<file path="config.mk">
export PLATFORM = sky130hd
export DESIGN_NAME = flame_supervision_logic
export DESIGN_NICKNAME = d
export VERILOG_FILES = /design/src/shared/flame_pkg.sv /design/src/hdl/ms_tick.sv /design/src/hdl/flame_out_filter.sv /design/src/hdl/flame_supervision_logic.sv
export SDC_FILE = /design/constraint.sdc
export NUM_CORES = 1
export LEC_CHECK = 0
export BUFFER_PORTS_ARGS = -buffer_cell sky130_fd_sc_hd__buf_2
export CAP_MARGIN = 10
export CORE_MARGIN = 2
export CORE_UTILIZATION = 60
export DETAILED_ROUTE_END_ITERATION = 16
export PLACE_DENSITY_LB_ADDON = 0.15
export RECOVER_POWER = 100
export SLEW_MARGIN = 20
export SYNTH_ARGS = -nofsm -noshare
export SYNTH_HDL_FRONTEND = slang
export SYNTH_SLANG_ARGS = --single-unit
</file>
<file path="constraint.sdc">
create_clock -name MCLK_I -period 5.45 [get_ports MCLK_I]
set_input_delay 0.2725 -clock MCLK_I [delete_from_list [all_inputs] [get_ports MCLK_I]]
set_output_delay 0.2725 -clock MCLK_I [all_outputs]
set_load 0.05 [all_outputs]
</file>
<file path="src/shared/flame_pkg.sv">
// Constants for the flame supervision block: phase codes, lockout codes,
// setting encodings and timing.
// Assumes the sequencer reports its current phase number on every clock.
//
// Summary of operation
// - Detector test output inactive during prepurge
// - Detector test output active from first safety time
// - Detector self-test at shutdown start, fault locks 31
// - Restart setting: 0,1 none; 2..4 one to three
// - Flame loss in operation: restarts, then lockout
// - Restart after loss needs flame at safety end
// - No flame at safety end: configured restarts allowed
// - Channel setting 0 is OR, 1 is AND
// - OR mode: any channel after phase 42, else 2
// - AND mode: any channel phases 42 to 50
// - AND mode after phase 50: both, else 7
// - Extraneous light in phase 30 locks with 4
// - Standby light: LED, indication, timeout locks 4
// - Standby tolerance 0 to 2047 s, default 30
// - Analog selector decodes six load input types
// - Selector 0: load from contact inputs only
// - Load inputs acted on only in operation
// - Display mode selects phase, flames or power
// - Combustion mode 1 forces lockout
// - Flame-out within 1 s or 2 s plus extension

package flame_pkg;

    // ----------------------------------------
    // Phase numbers
    // ----------------------------------------
    localparam logic [7:0] PH_STANDBY = 8'h0c;
    localparam logic [7:0] PH_PREPURGE = 8'h18;
    localparam logic [7:0] PH_STRAY = 8'h1e;
    localparam logic [7:0] PH_SAFETY1 = 8'h2a;
    localparam logic [7:0] PH_INTERVAL = 8'h2c;
    localparam logic [7:0] PH_SAFETY2 = 8'h32;
    localparam logic [7:0] PH_OPERATE = 8'h3c;
    localparam logic [7:0] PH_SHUTDOWN = 8'h0a;

    // ----------------------------------------
    // Lockout codes and setting encodings
    // ----------------------------------------
    localparam logic [7:0] LOC_NO_FLAME = 8'h02;
    localparam logic [7:0] LOC_STRAY = 8'h04;
    localparam logic [7:0] LOC_AND = 8'h07;
    localparam logic [7:0] LOC_SELFTEST = 8'h1f;
    localparam logic [7:0] LOC_ANALOG = 8'h3c;
    localparam logic [7:0] LOC_COMB = 8'h0f;
    localparam logic [1:0] COMB_UNUSED = 2'h1;
    localparam logic [2:0] AIN_STEP = 3'h0;
    localparam logic [2:0] AIN_4_20_LOCK = 3'h4;
    localparam logic [2:0] AIN_LAST = 3'h5;
    localparam logic [2:0] DISP_IONIZATION = 3'h2;
    localparam logic [2:0] DISP_DETECTOR = 3'h3;
    localparam logic [2:0] DISP_POWER = 3'h4;
    localparam logic [10:0] TOLERANCE_DEFAULT_S = 11'h01e;

    // ----------------------------------------
    // Timing
    // ----------------------------------------
    localparam int CLK_PERIOD_NS = 5;
    localparam int MS_NS = 1000000;
    localparam int MS_CYCLES = MS_NS / CLK_PERIOD_NS;
    localparam int IONIZATION_OUT_MS = 1000;
    localparam int DETECTOR_OUT_MS = 2000;
    localparam logic [9:0] MS_PER_S_LAST = 10'h3e7;
    localparam logic [6:0] SELFTEST_MS_LAST = 7'h63;

    typedef enum logic [1:0] {
        TST_IDLE = 2'b00,
        TST_RUN = 2'b01,
        TST_DONE = 2'b10
    } test_state_type;

    function automatic logic [1:0] restart_allow(input logic [2:0] s);
        case (s)
            3'h2: restart_allow = 2'h1;
            3'h3: restart_allow = 2'h2;
            3'h4: restart_allow = 2'h3;
            default: restart_allow = 2'h0;
        endcase
    endfunction: restart_allow

endpackage: flame_pkg

</file>
<file path="src/hdl/ms_tick.sv">
// Millisecond tick generator.
// Assumes a single clock; the period in cycles is set from the top.
`timescale 1ns/1ps
module ms_tick #(
    parameter int CYCLES = flame_pkg::MS_CYCLES
) (
    input wire logic clk_i,
    input wire logic rst_i,
    output logic tick_o
);
    logic [17:0] cnt_ff;
    logic wrap;

    assign wrap = cnt_ff == 18'(CYCLES - 1);

    always_ff @(posedge clk_i) begin
        if (rst_i) begin
            cnt_ff <= 18'h0_0000;
            tick_o <= 1'b0;
        end else begin
            cnt_ff <= wrap ? 18'h0_0000 : cnt_ff + 18'h0_0001;
            tick_o <= wrap;
        end
    end
endmodule: ms_tick

</file>
<file path="src/hdl/flame_out_filter.sv">
// Flame-out response filter for one flame channel.
// Assumes a millisecond tick; flame-on passes at once.
`timescale 1ns/1ps
module flame_out_filter #(
    parameter int BASE_MS = flame_pkg::IONIZATION_OUT_MS
) (
    input wire logic clk_i,
    input wire logic rst_i,
    input wire logic tick_i,
    input wire logic raw_i,
    input wire logic [11:0] ext_ms_i,
    output logic flame_o
);
    logic [12:0] cnt_ff;
    logic [12:0] limit;
    logic expire;

    // Base response time plus the configured extension
    assign limit = 13'(BASE_MS) + {1'b0, ext_ms_i};
    assign expire = cnt_ff + 13'h0001 >= limit;

    always_ff @(posedge clk_i) begin
        if (rst_i) begin
            cnt_ff <= 13'h0000;
            flame_o <= 1'b0;
        end else if (raw_i) begin
            cnt_ff <= 13'h0000;
            flame_o <= 1'b1;
        end else if (tick_i && flame_o) begin
            cnt_ff <= expire ? 13'h0000 : cnt_ff + 13'h0001;
            flame_o <= !expire;
        end
    end
endmodule: flame_out_filter

</file>
<file path="src/hdl/flame_supervision_logic.sv">
// Flame supervision, restart limiting, extraneous light timing,
// detector self-test, load input selection and display selection.
// Assumes phase, settings and flame inputs are synchronous to MCLK_I.
`timescale 1ns/1ps
module flame_supervision_logic #(
    parameter int MS_CYCLES = flame_pkg::MS_CYCLES
) (
    input wire logic MCLK_I,
    input wire logic RESET_I,
    input wire logic [7:0] PHASE_I,
    input wire logic HEAT_REQ_I,
    input wire logic IONIZATION_FLAME_I,
    input wire logic DET_FLAME_I,
    input wire logic DET_FAULT_I,
    input wire logic COMBINE_AND_I,
    input wire logic [2:0] RESTART_SET_I,
    input wire logic [11:0] EXT_DELAY_MS_I,
    input wire logic [10:0] TOLERANCE_S_I,
    input wire logic [1:0] COMB_MODE_I,
    input wire logic [2:0] ANALOG_SEL_I,
    input wire logic [11:0] ANALOG_VALUE_I,
    input wire logic ANALOG_LOW_I,
    input wire logic LOAD_CLOSE_I,
    input wire logic LOAD_OPEN_I,
    input wire logic [2:0] DISPLAY_MODE_I,
    input wire logic [7:0] IONIZATION_LEVEL_I,
    input wire logic [7:0] DET_LEVEL_I,
    input wire logic [7:0] POWER_I,
    output logic DET_TEST_O,
    output logic LOCKOUT_O,
    output logic [7:0] LOCK_CODE_O,
    output logic RESTART_O,
    output logic STRAY_LED_O,
    output logic STANDBY_STRAY_LIGHT_INDICATION_O,
    output logic LOAD_DOWN_O,
    output logic LOAD_UP_O,
    output logic [11:0] LOAD_VALUE_O,
    output logic LOAD_VALID_O,
    output logic [7:0] DISPLAY_O
);

    // ----------------------------------------
    // Declarations
    // ----------------------------------------
    logic tick;
    logic ion_fl;
    logic det_fl;
    logic [7:0] phase_prev_ff;
    logic heat_prev_ff;
    logic [1:0] used_ff;
    logic from_loss_ff;
    logic pend_ff;
    logic [9:0] sb_ms_ff;
    logic [10:0] sb_sec_ff;
    logic [6:0] tst_ms_ff;
    flame_pkg::test_state_type tst_ff;
    flame_pkg::test_state_type nxt_tst;
    logic in_standby;
    logic in_prepurge;
    logic in_stray;
    logic in_mid;
    logic in_oper;
    logic in_shut;
    logic test_region;
    logic end_s1;
    logic shut_entry;
    logic heat_fall;
    logic live;
    logic raw_any;
    logic any_fl;
    logic both_fl;
    logic need_both;
    logic flame_short;
    logic [1:0] allow;
    logic can_restart;
    logic mid_loss;
    logic oper_loss;
    logic loss_restart;
    logic loss_lock;
    logic s1_fail;
    logic s1_restart;
    logic s1_lock;
    logic do_restart;
    logic stray30;
    logic stray_sb;
    logic sb_expired;
    logic test_done;
    logic test_fail;
    logic comb_bad;
    logic analog_low;
    logic lock_req;
    logic [7:0] lock_code;
    logic analog_mode;
    logic load_live;
    logic [7:0] disp_sel;

    // ----------------------------------------
    // Timing and channel filters
    // ----------------------------------------
    ms_tick #(
        .CYCLES(MS_CYCLES)
    ) u_tick (
        .clk_i(MCLK_I),
        .rst_i(RESET_I),
        .tick_o(tick)
    );

    flame_out_filter #(
        .BASE_MS(flame_pkg::IONIZATION_OUT_MS)
    ) u_ion_filter (
        .clk_i(MCLK_I),
        .rst_i(RESET_I),
        .tick_i(tick),
        .raw_i(IONIZATION_FLAME_I),
        .ext_ms_i(EXT_DELAY_MS_I),
        .flame_o(ion_fl)
    );

    flame_out_filter #(
        .BASE_MS(flame_pkg::DETECTOR_OUT_MS)
    ) u_det_filter (
        .clk_i(MCLK_I),
        .rst_i(RESET_I),
        .tick_i(tick),
        .raw_i(DET_FLAME_I),
        .ext_ms_i(EXT_DELAY_MS_I),
        .flame_o(det_fl)
    );

    // ----------------------------------------
    // Phase decode
    // ----------------------------------------
    assign in_standby = PHASE_I == flame_pkg::PH_STANDBY;
    assign in_prepurge = PHASE_I == flame_pkg::PH_PREPURGE;
    assign in_stray = PHASE_I == flame_pkg::PH_STRAY;
    assign in_mid = PHASE_I == flame_pkg::PH_INTERVAL ||
                    PHASE_I == flame_pkg::PH_SAFETY2;
    assign in_oper = PHASE_I == flame_pkg::PH_OPERATE;
    assign in_shut = PHASE_I == flame_pkg::PH_SHUTDOWN;
    assign test_region = PHASE_I == flame_pkg::PH_SAFETY1 || in_mid ||
                         in_oper;
    assign end_s1 = phase_prev_ff == flame_pkg::PH_SAFETY1 &&
                    PHASE_I != flame_pkg::PH_SAFETY1;
    assign shut_entry = in_shut && phase_prev_ff != flame_pkg::PH_SHUTDOWN;
    assign heat_fall = heat_prev_ff && !HEAT_REQ_I;
    // A pending restart masks further flame events until the sequencer
    // has actually started over, so one loss gives one restart.
    assign live = !LOCKOUT_O && !pend_ff;

    // ----------------------------------------
    // Flame combination
    // ----------------------------------------
    assign raw_any = IONIZATION_FLAME_I | DET_FLAME_I;
    assign any_fl = ion_fl | det_fl;
    assign both_fl = ion_fl & det_fl;
    assign need_both = COMBINE_AND_I && in_oper;
    assign flame_short = need_both ? !both_fl : !any_fl;
    // The end of the first safety time is judged by the s1 path alone,
    // so that a permitted restart is not overtaken by a lockout.
    assign mid_loss = live && in_mid && !any_fl && !end_s1;
    assign oper_loss = live && in_oper && flame_short && !end_s1;

    // ----------------------------------------
    // Restart limiting
    // ----------------------------------------
    assign allow = flame_pkg::restart_allow(RESTART_SET_I);
    assign can_restart = used_ff < allow;
    assign loss_restart = oper_loss && can_restart;
    assign loss_lock = oper_loss && !can_restart;
    assign s1_fail = live && end_s1 && !any_fl;
    assign s1_restart = s1_fail && !from_loss_ff && can_restart;
    assign s1_lock = s1_fail && !s1_restart;
    assign do_restart = loss_restart | s1_restart;

    // ----------------------------------------
    // Extraneous light, self-test, configuration faults
    // ----------------------------------------
    assign stray30 = !LOCKOUT_O && in_stray && raw_any;
    assign stray_sb = in_standby && raw_any;
    // Tolerance of zero locks out on the first cycle of light
    assign sb_expired = !LOCKOUT_O && stray_sb &&
                        sb_sec_ff >= TOLERANCE_S_I;
    assign test_done = tst_ff == flame_pkg::TST_RUN && tick &&
                       tst_ms_ff == flame_pkg::SELFTEST_MS_LAST;
    assign test_fail = !LOCKOUT_O && test_done && DET_FAULT_I;
    assign comb_bad = !LOCKOUT_O &&
                      COMB_MODE_I == flame_pkg::COMB_UNUSED;
    assign analog_low = !LOCKOUT_O && in_oper && ANALOG_LOW_I &&
                        ANALOG_SEL_I == flame_pkg::AIN_4_20_LOCK;

    assign lock_req = test_fail | stray30 | sb_expired | s1_lock |
                      mid_loss | loss_lock | comb_bad | analog_low;
    // Self-test first, so a shutdown fault always reports its own code
    assign lock_code = test_fail ? flame_pkg::LOC_SELFTEST :
                       (stray30 | sb_expired) ? flame_pkg::LOC_STRAY :
                       (s1_lock | mid_loss) ? flame_pkg::LOC_NO_FLAME :
                       loss_lock ? (need_both ? flame_pkg::LOC_AND :
                                    flame_pkg::LOC_NO_FLAME) :
                       comb_bad ? flame_pkg::LOC_COMB :
                       flame_pkg::LOC_ANALOG;

    // ----------------------------------------
    // Load input selection and display
    // ----------------------------------------
    assign load_live = in_oper && !LOCKOUT_O;
    assign analog_mode = ANALOG_SEL_I != flame_pkg::AIN_STEP &&
                         ANALOG_SEL_I <= flame_pkg::AIN_LAST;
    assign disp_sel = DISPLAY_MODE_I == flame_pkg::DISP_IONIZATION ?
                      IONIZATION_LEVEL_I :
                      DISPLAY_MODE_I == flame_pkg::DISP_DETECTOR ?
                      DET_LEVEL_I :
                      DISPLAY_MODE_I == flame_pkg::DISP_POWER ?
                      POWER_I : PHASE_I;

    // ----------------------------------------
    // Self-test state machine
    // ----------------------------------------
    always_comb begin
        nxt_tst = tst_ff;
        case (tst_ff)
            flame_pkg::TST_IDLE: begin
                if (shut_entry) begin
                    nxt_tst = flame_pkg::TST_RUN;
                end
            end
            flame_pkg::TST_RUN: begin
                if (!in_shut) begin
                    nxt_tst = flame_pkg::TST_IDLE;
                end else if (test_done) begin
                    nxt_tst = flame_pkg::TST_DONE;
                end
            end
            flame_pkg::TST_DONE: begin
                if (!in_shut) begin
                    nxt_tst = flame_pkg::TST_IDLE;
                end
            end
            default: begin
                nxt_tst = flame_pkg::TST_IDLE;
            end
        endcase
    end

    always_ff @(posedge MCLK_I) begin
        if (RESET_I) begin
            tst_ff <= flame_pkg::TST_IDLE;
            tst_ms_ff <= 7'h00;
        end else begin
            tst_ff <= nxt_tst;
            if (tst_ff != flame_pkg::TST_RUN) begin
                tst_ms_ff <= 7'h00;
            end else if (tick) begin
                tst_ms_ff <= tst_ms_ff + 7'h01;
            end
        end
    end

    // ----------------------------------------
    // Sequence tracking and restart bookkeeping
    // ----------------------------------------
    always_ff @(posedge MCLK_I) begin
        if (RESET_I) begin
            phase_prev_ff <= flame_pkg::PH_STANDBY;
            heat_prev_ff <= 1'b0;
            used_ff <= 2'h0;
            from_loss_ff <= 1'b0;
            pend_ff <= 1'b0;
        end else begin
            phase_prev_ff <= PHASE_I;
            heat_prev_ff <= HEAT_REQ_I;
            // A restart in the same cycle as the heat drop still counts
            if (do_restart) begin
                used_ff <= used_ff + 2'h1;
            end else if (heat_fall) begin
                used_ff <= 2'h0;
            end
            if (loss_restart) begin
                from_loss_ff <= 1'b1;
            end else if (heat_fall || (end_s1 && any_fl)) begin
                from_loss_ff <= 1'b0;
            end
            if (do_restart) begin
                pend_ff <= 1'b1;
            end else if (in_standby || in_prepurge) begin
                pend_ff <= 1'b0;
            end
        end
    end

    // ----------------------------------------
    // Standby extraneous light timer
    // ----------------------------------------
    always_ff @(posedge MCLK_I) begin
        if (RESET_I || !stray_sb) begin
            sb_ms_ff <= 10'h000;
            sb_sec_ff <= 11'h000;
        end else if (tick) begin
            if (sb_ms_ff == flame_pkg::MS_PER_S_LAST) begin
                sb_ms_ff <= 10'h000;
                if (sb_sec_ff != 11'h7ff) begin
                    sb_sec_ff <= sb_sec_ff + 11'h001;
                end
            end else begin
                sb_ms_ff <= sb_ms_ff + 10'h001;
            end
        end
    end

    // ----------------------------------------
    // Lockout and outputs
    // ----------------------------------------
    always_ff @(posedge MCLK_I) begin
        if (RESET_I) begin
            LOCKOUT_O <= 1'b0;
            LOCK_CODE_O <= 8'h00;
        end else if (lock_req) begin
            LOCKOUT_O <= 1'b1;
            LOCK_CODE_O <= lock_code;
        end
    end

    always_ff @(posedge MCLK_I) begin
        if (RESET_I) begin
            DET_TEST_O <= 1'b0;
            RESTART_O <= 1'b0;
            STRAY_LED_O <= 1'b0;
            STANDBY_STRAY_LIGHT_INDICATION_O <= 1'b0;
            DISPLAY_O <= 8'h00;
        end else begin
            // Inactive in prepurge and during the shutdown self-test
            DET_TEST_O <= !LOCKOUT_O && test_region;
            RESTART_O <= do_restart;
            STRAY_LED_O <= stray_sb;
            STANDBY_STRAY_LIGHT_INDICATION_O <= stray_sb;
            DISPLAY_O <= disp_sel;
        end
    end

    always_ff @(posedge MCLK_I) begin
        if (RESET_I) begin
            LOAD_DOWN_O <= 1'b0;
            LOAD_UP_O <= 1'b0;
            LOAD_VALUE_O <= 12'h000;
            LOAD_VALID_O <= 1'b0;
        end else begin
            LOAD_DOWN_O <= load_live && !analog_mode && LOAD_CLOSE_I;
            LOAD_UP_O <= load_live && !analog_mode && LOAD_OPEN_I;
            LOAD_VALID_O <= load_live && analog_mode;
            if (load_live && analog_mode) begin
                LOAD_VALUE_O <= ANALOG_VALUE_I;
            end
        end
    end

    // ----------------------------------------
    // Assertions
    // ----------------------------------------
    property p_prepurge_test;
        @(posedge MCLK_I) disable iff (RESET_I)
        in_prepurge |=> !DET_TEST_O;
    endproperty
    a_prepurge_test: assert property (p_prepurge_test)
        else $error("test output active in prepurge");

    property p_operate_test;
        @(posedge MCLK_I) disable iff (RESET_I)
        (in_oper && !LOCKOUT_O) [*2] |=> DET_TEST_O;
    endproperty
    a_operate_test: assert property (p_operate_test)
        else $error("test output inactive in operation");

    property p_selftest;
        @(posedge MCLK_I) disable iff (RESET_I)
        test_done && DET_FAULT_I && !LOCKOUT_O |=>
            LOCKOUT_O && LOCK_CODE_O == flame_pkg::LOC_SELFTEST;
    endproperty
    a_selftest: assert property (p_selftest)
        else $error("self-test fault did not lock with 31");

    property p_restart_limit;
        @(posedge MCLK_I) disable iff (RESET_I)
        RESTART_O |-> $past(used_ff) < $past(allow);
    endproperty
    a_restart_limit: assert property (p_restart_limit)
        else $error("restart beyond the allowed count");

    property p_loss_restart_lock;
        @(posedge MCLK_I) disable iff (RESET_I)
        s1_fail && from_loss_ff |=> LOCKOUT_O && !RESTART_O;
    endproperty
    a_loss_restart_lock: assert property (p_loss_restart_lock)
        else $error("no flame after loss restart did not lock");

    property p_and_lock;
        @(posedge MCLK_I) disable iff (RESET_I)
        live && in_oper && COMBINE_AND_I && !both_fl && !end_s1 &&
            !can_restart |=> LOCK_CODE_O == flame_pkg::LOC_AND;
    endproperty
    a_and_lock: assert property (p_and_lock)
        else $error("single channel loss in AND mode not code 7");

    property p_stray30;
        @(posedge MCLK_I) disable iff (RESET_I)
        in_stray && raw_any && !LOCKOUT_O |=>
            LOCKOUT_O && LOCK_CODE_O == flame_pkg::LOC_STRAY;
    endproperty
    a_stray30: assert property (p_stray30)
        else $error("light in phase 30 did not lock with 4");

    property p_standby_led;
        @(posedge MCLK_I) disable iff (RESET_I)
        stray_sb |=> STRAY_LED_O && STANDBY_STRAY_LIGHT_INDICATION_O;
    endproperty
    a_standby_led: assert property (p_standby_led)
        else $error("standby light not indicated");

    property p_load_ignored;
        @(posedge MCLK_I) disable iff (RESET_I)
        !in_oper |=> !LOAD_UP_O && !LOAD_DOWN_O && !LOAD_VALID_O;
    endproperty
    a_load_ignored: assert property (p_load_ignored)
        else $error("load input acted on outside operation");

endmodule: flame_supervision_logic

</file>
==> flow_metrics.tcl <==
set metrics [dict create \
    result_of_the_run "finished, violations left" \
    violations_in_the_final_reports "max-capacitance violations, max-slew violations" \
    fmaxAchievable_mhz 292 \
    netlist_top_cells_area "dfxtp_1, ha_1, nor2_1" \
    ys_dominant_reg_cell "dfxtp_1" \
    grt_pass1_vias 6033 \
    track_usage_pct 25.0 \
    final_period_minus_worst_setup_slack_ns 3.42 \
    grt_antenna_before_repair 0 \
    gp_routability_congestion 0.861 \
    tightestPinTransition_ns 2.18 \
    die_width_um 113 \
    clock_path_buffers 2 \
    final_hold_violation_count 0 \
    report.final.slew_viol_count 51 \
    detailedRoute.firstIterationViolations 428 \
    timing.critical_path.slowest_stage_cell "o211ai_1" \
    crit_required_ns 5.77 \
    initial_core_utilization_pct 61.7 \
    yosysWarningCount 0 \
    core_area_mm2 0.0115 \
    unique_cell_type_count_in_the_yosys_netlist 70 \
    critical_path.reg2reg.startpoint "u_det_filter.cnt_ff[0]" \
    ant_nets 0 \
    via_per_inst 5.63 \
    post_cts_repair_resize_count 0 \
    worstHoldStart "LOAD_OPEN_I" \
    final_number_of_setup_violating_endpoints 0 \
    grt_start_max_net_pins 51 \
    synth_top_cell_by_area "dfxtp_1" \
    crit_path_cell_trace "ha_1, nand3_1, or2_2, nor2_1, xnor2_1, inv_1, ha_1, a21o_1, a21o_1, a21oi_1, o211ai_1, o211ai_1" \
    ys_async_sr_fraction_pct 0 \
    avgSynthCellArea_um2 8.25 \
    count_of_vias_placed_by_the_detailed_router 6314 \
    finalClockSkew_ns 0.00689 \
    timing.hold.worst_endpoint "LOAD_UP_O" \
    cp.buffers_inverters 1 \
    fin_nets 1101 \
    leakage_nw 3.45 \
    fp.dieArea_mm2 0.0127 \
    longest_individual_stage_delay_on_the_worst_path_ns 0.43 \
    criticalPathCategory "flip-flop to flip-flop" \
    flow.area_growth_from_synthesis_pct 16.6 \
    hold_class "input pin to flip-flop" \
    slew-limit-headroom_pct -45.5 \
    route.detailed.wl_per_inst_um 13.7 \
    drt_first_pass_iters 4 \
    synthTopCellsByCount "dfxtp_1, nor2_1, nand2_1, ha_1, xnor2_1" \
    clock_sink_count 123 \
    place_hpwl_um 11300 \
    cp.depth 12 \
    critical-path-top-delay-family "compound AO/OA/AOI/OAI gates" \
    wl_um 15400 \
    cts.hold.buffers_added 0 \
    cap_viol_max_count 1 \
    final_layout_size_suffix_gt1_share_pct 14.0 \
    clockRootBuffer "clkbuf_16" \
    tritoncts "yes" \
    grt_pass1_wl_um 26600 \
    rr_endpoint "u_det_filter.cnt_ff[6]" \
    arrival_ns 3.74 \
    cts-buffers-inserted 17 \
    power.density_cell_area_mw_per_mm2 267 \
    antenna_diodes 0 \
    drc_violations_left 0 \
    critical_path_peak_fanout 11 \
    post-synth-top-count-cell "dfxtp_1" \
    htreeDepth 4 \
    num_ports 124 \
    ys_seq_elements 123 \
    cp-end-kind "flip-flop" \
    worst_hold_path.num_cells 3 \
    row_cnt 39 \
    finalHoldWorstSlack_ns 0.0741 \
    synth_edf_count 0 \
    insertion_delay_ns 0.41 \
    totalNegativeSetupSlack_ns 0 \
    layout_worst_path_cycle_share_pct 62.8 \
    ys_seq_area_share_pct 34.8 \
    rsz0062_at_grt "no" \
    synth.cell_area_mm2 0.00708 \
    buffer_ports.inserted 121 \
    worst_case_reg_to_reg_path_depth 12 \
    cts_setup_buffers 0 \
    r2r_slack_ns 2.03 \
    grt_overflow 0 \
    synth_top_area_share_pct 34.8 \
    timing.critical_path.from_type "flip-flop" \
    clkTransAtPathRegs_ns 0.05 \
    synthCells 858 \
    die_h_um 113 \
    ir_worst_vdd_mv 0.306 \
]
==> flip-flops by register name, summed over array words and instances, names as in the netlist, 2 cells and up <==
register and flops:
sb_ms_ff 10, u_ion_filter.cnt_ff 13, u_det_filter.cnt_ff 13, phase_prev_ff 8, DISPLAY_O 8, LOCK_CODE_O 6, LOAD_VALUE_O 12, u_tick.cnt_ff 18
tst_ms_ff 7, sb_sec_ff 11, used_ff 2, tst_ff 2
==> kinds of logic after synthesis <==
kind of cell | synth area share (%)
fa+ha+maj | 8.31
buf+inv | 4.01
other cells | 0.0530
compound gates | 13.3
flops | 34.8
mux | 3.24
simple gates | 27.0
xor+xnor | 9.28
==> cell type report <==
type	count	area (um^2)
Clock buffer	26	519
Timing Repair Buffer	122	569
Fill cell	954	3220
Tap cell	143	179
Clock inverter	5	56.3
Inverter	38	143
Sequential cell	123	2460
Multi-Input combinational cell	664	4320
==> worst max-delay path by stage <==
stage                            from                      to  slack (ns)
6_report       u_det_filter.cnt_ff[0]  u_det_filter.cnt_ff[6]        2.03
3_3_place_gp   u_det_filter.cnt_ff[0]  u_det_filter.cnt_ff[6]        2.12
2_1_floorplan  u_det_filter.cnt_ff[0]  u_det_filter.cnt_ff[2]        2.41
4_1_cts        u_det_filter.cnt_ff[0]  u_det_filter.cnt_ff[5]        2.00
5_1_grt        u_det_filter.cnt_ff[0]  u_det_filter.cnt_ff[9]        1.65
3_5_place_dp   u_det_filter.cnt_ff[2]  u_det_filter.cnt_ff[0]        2.01
==> tightest hold or removal path, cell delays in order <==
cell,delay (ns)
buf_2,0.09
inv_1,0.04
nor2_1,0.03
==> report_power, final <==
group | switching (W) | total [W] | internal (W)
clock network | 0.000385 | 0.00108 | 0.000697
registers | 0.00000909 | 0.000923 | 0.000914
logic | 0.000120 | 0.000193 | 0.0000731
total | 0.000514 | 0.00220 | 0.00168
==> stage by stage <==
stage / setup slack [ns] / cells / power [W] / util [%] / area, um^2
finish: 2.03 / 1121 / 0.00220 / 72.0 / 8250
global route: 1.65 / 1121 / 0.00228 / 72.0 / 8250
CTS: 2.00 / 1121 / 0.00222 / 72.4 / 8310
detailed placement: 2.01 / 1090 / 0.00114 / 67.4 / 7730
global placement: 2.12 / 1090 / 0.00113 / 67.4 / 7730
floorplan: 2.41 / 859 / 0.00107 / - / 7080
==> metal layers <==
metal	GRT usage, %	vias up	part of all wire, %
li1	-	3254	-
met4	7.07	0	0.97
met1	31.5	2909	46
met2	42.1	137	48
met5	0	-	0
met3	7.07	14	5.1
==> placed cells by master (no fill, tap or decap), types with 17 or more instances in the layout <==
cell,instances
a21oi_1,36
buf_2,86
clkbuf_1,38
clkbuf_16,17
dfxtp_1,123
ha_1,47
inv_1,38
nand2_1,75
nand3_1,38
nand4_1,18
nor2_1,104
nor3_1,35
o21ai_0,36
xnor2_1,42
xor2_1,33
Note: power is estimated with default switching activity, not from simulation.
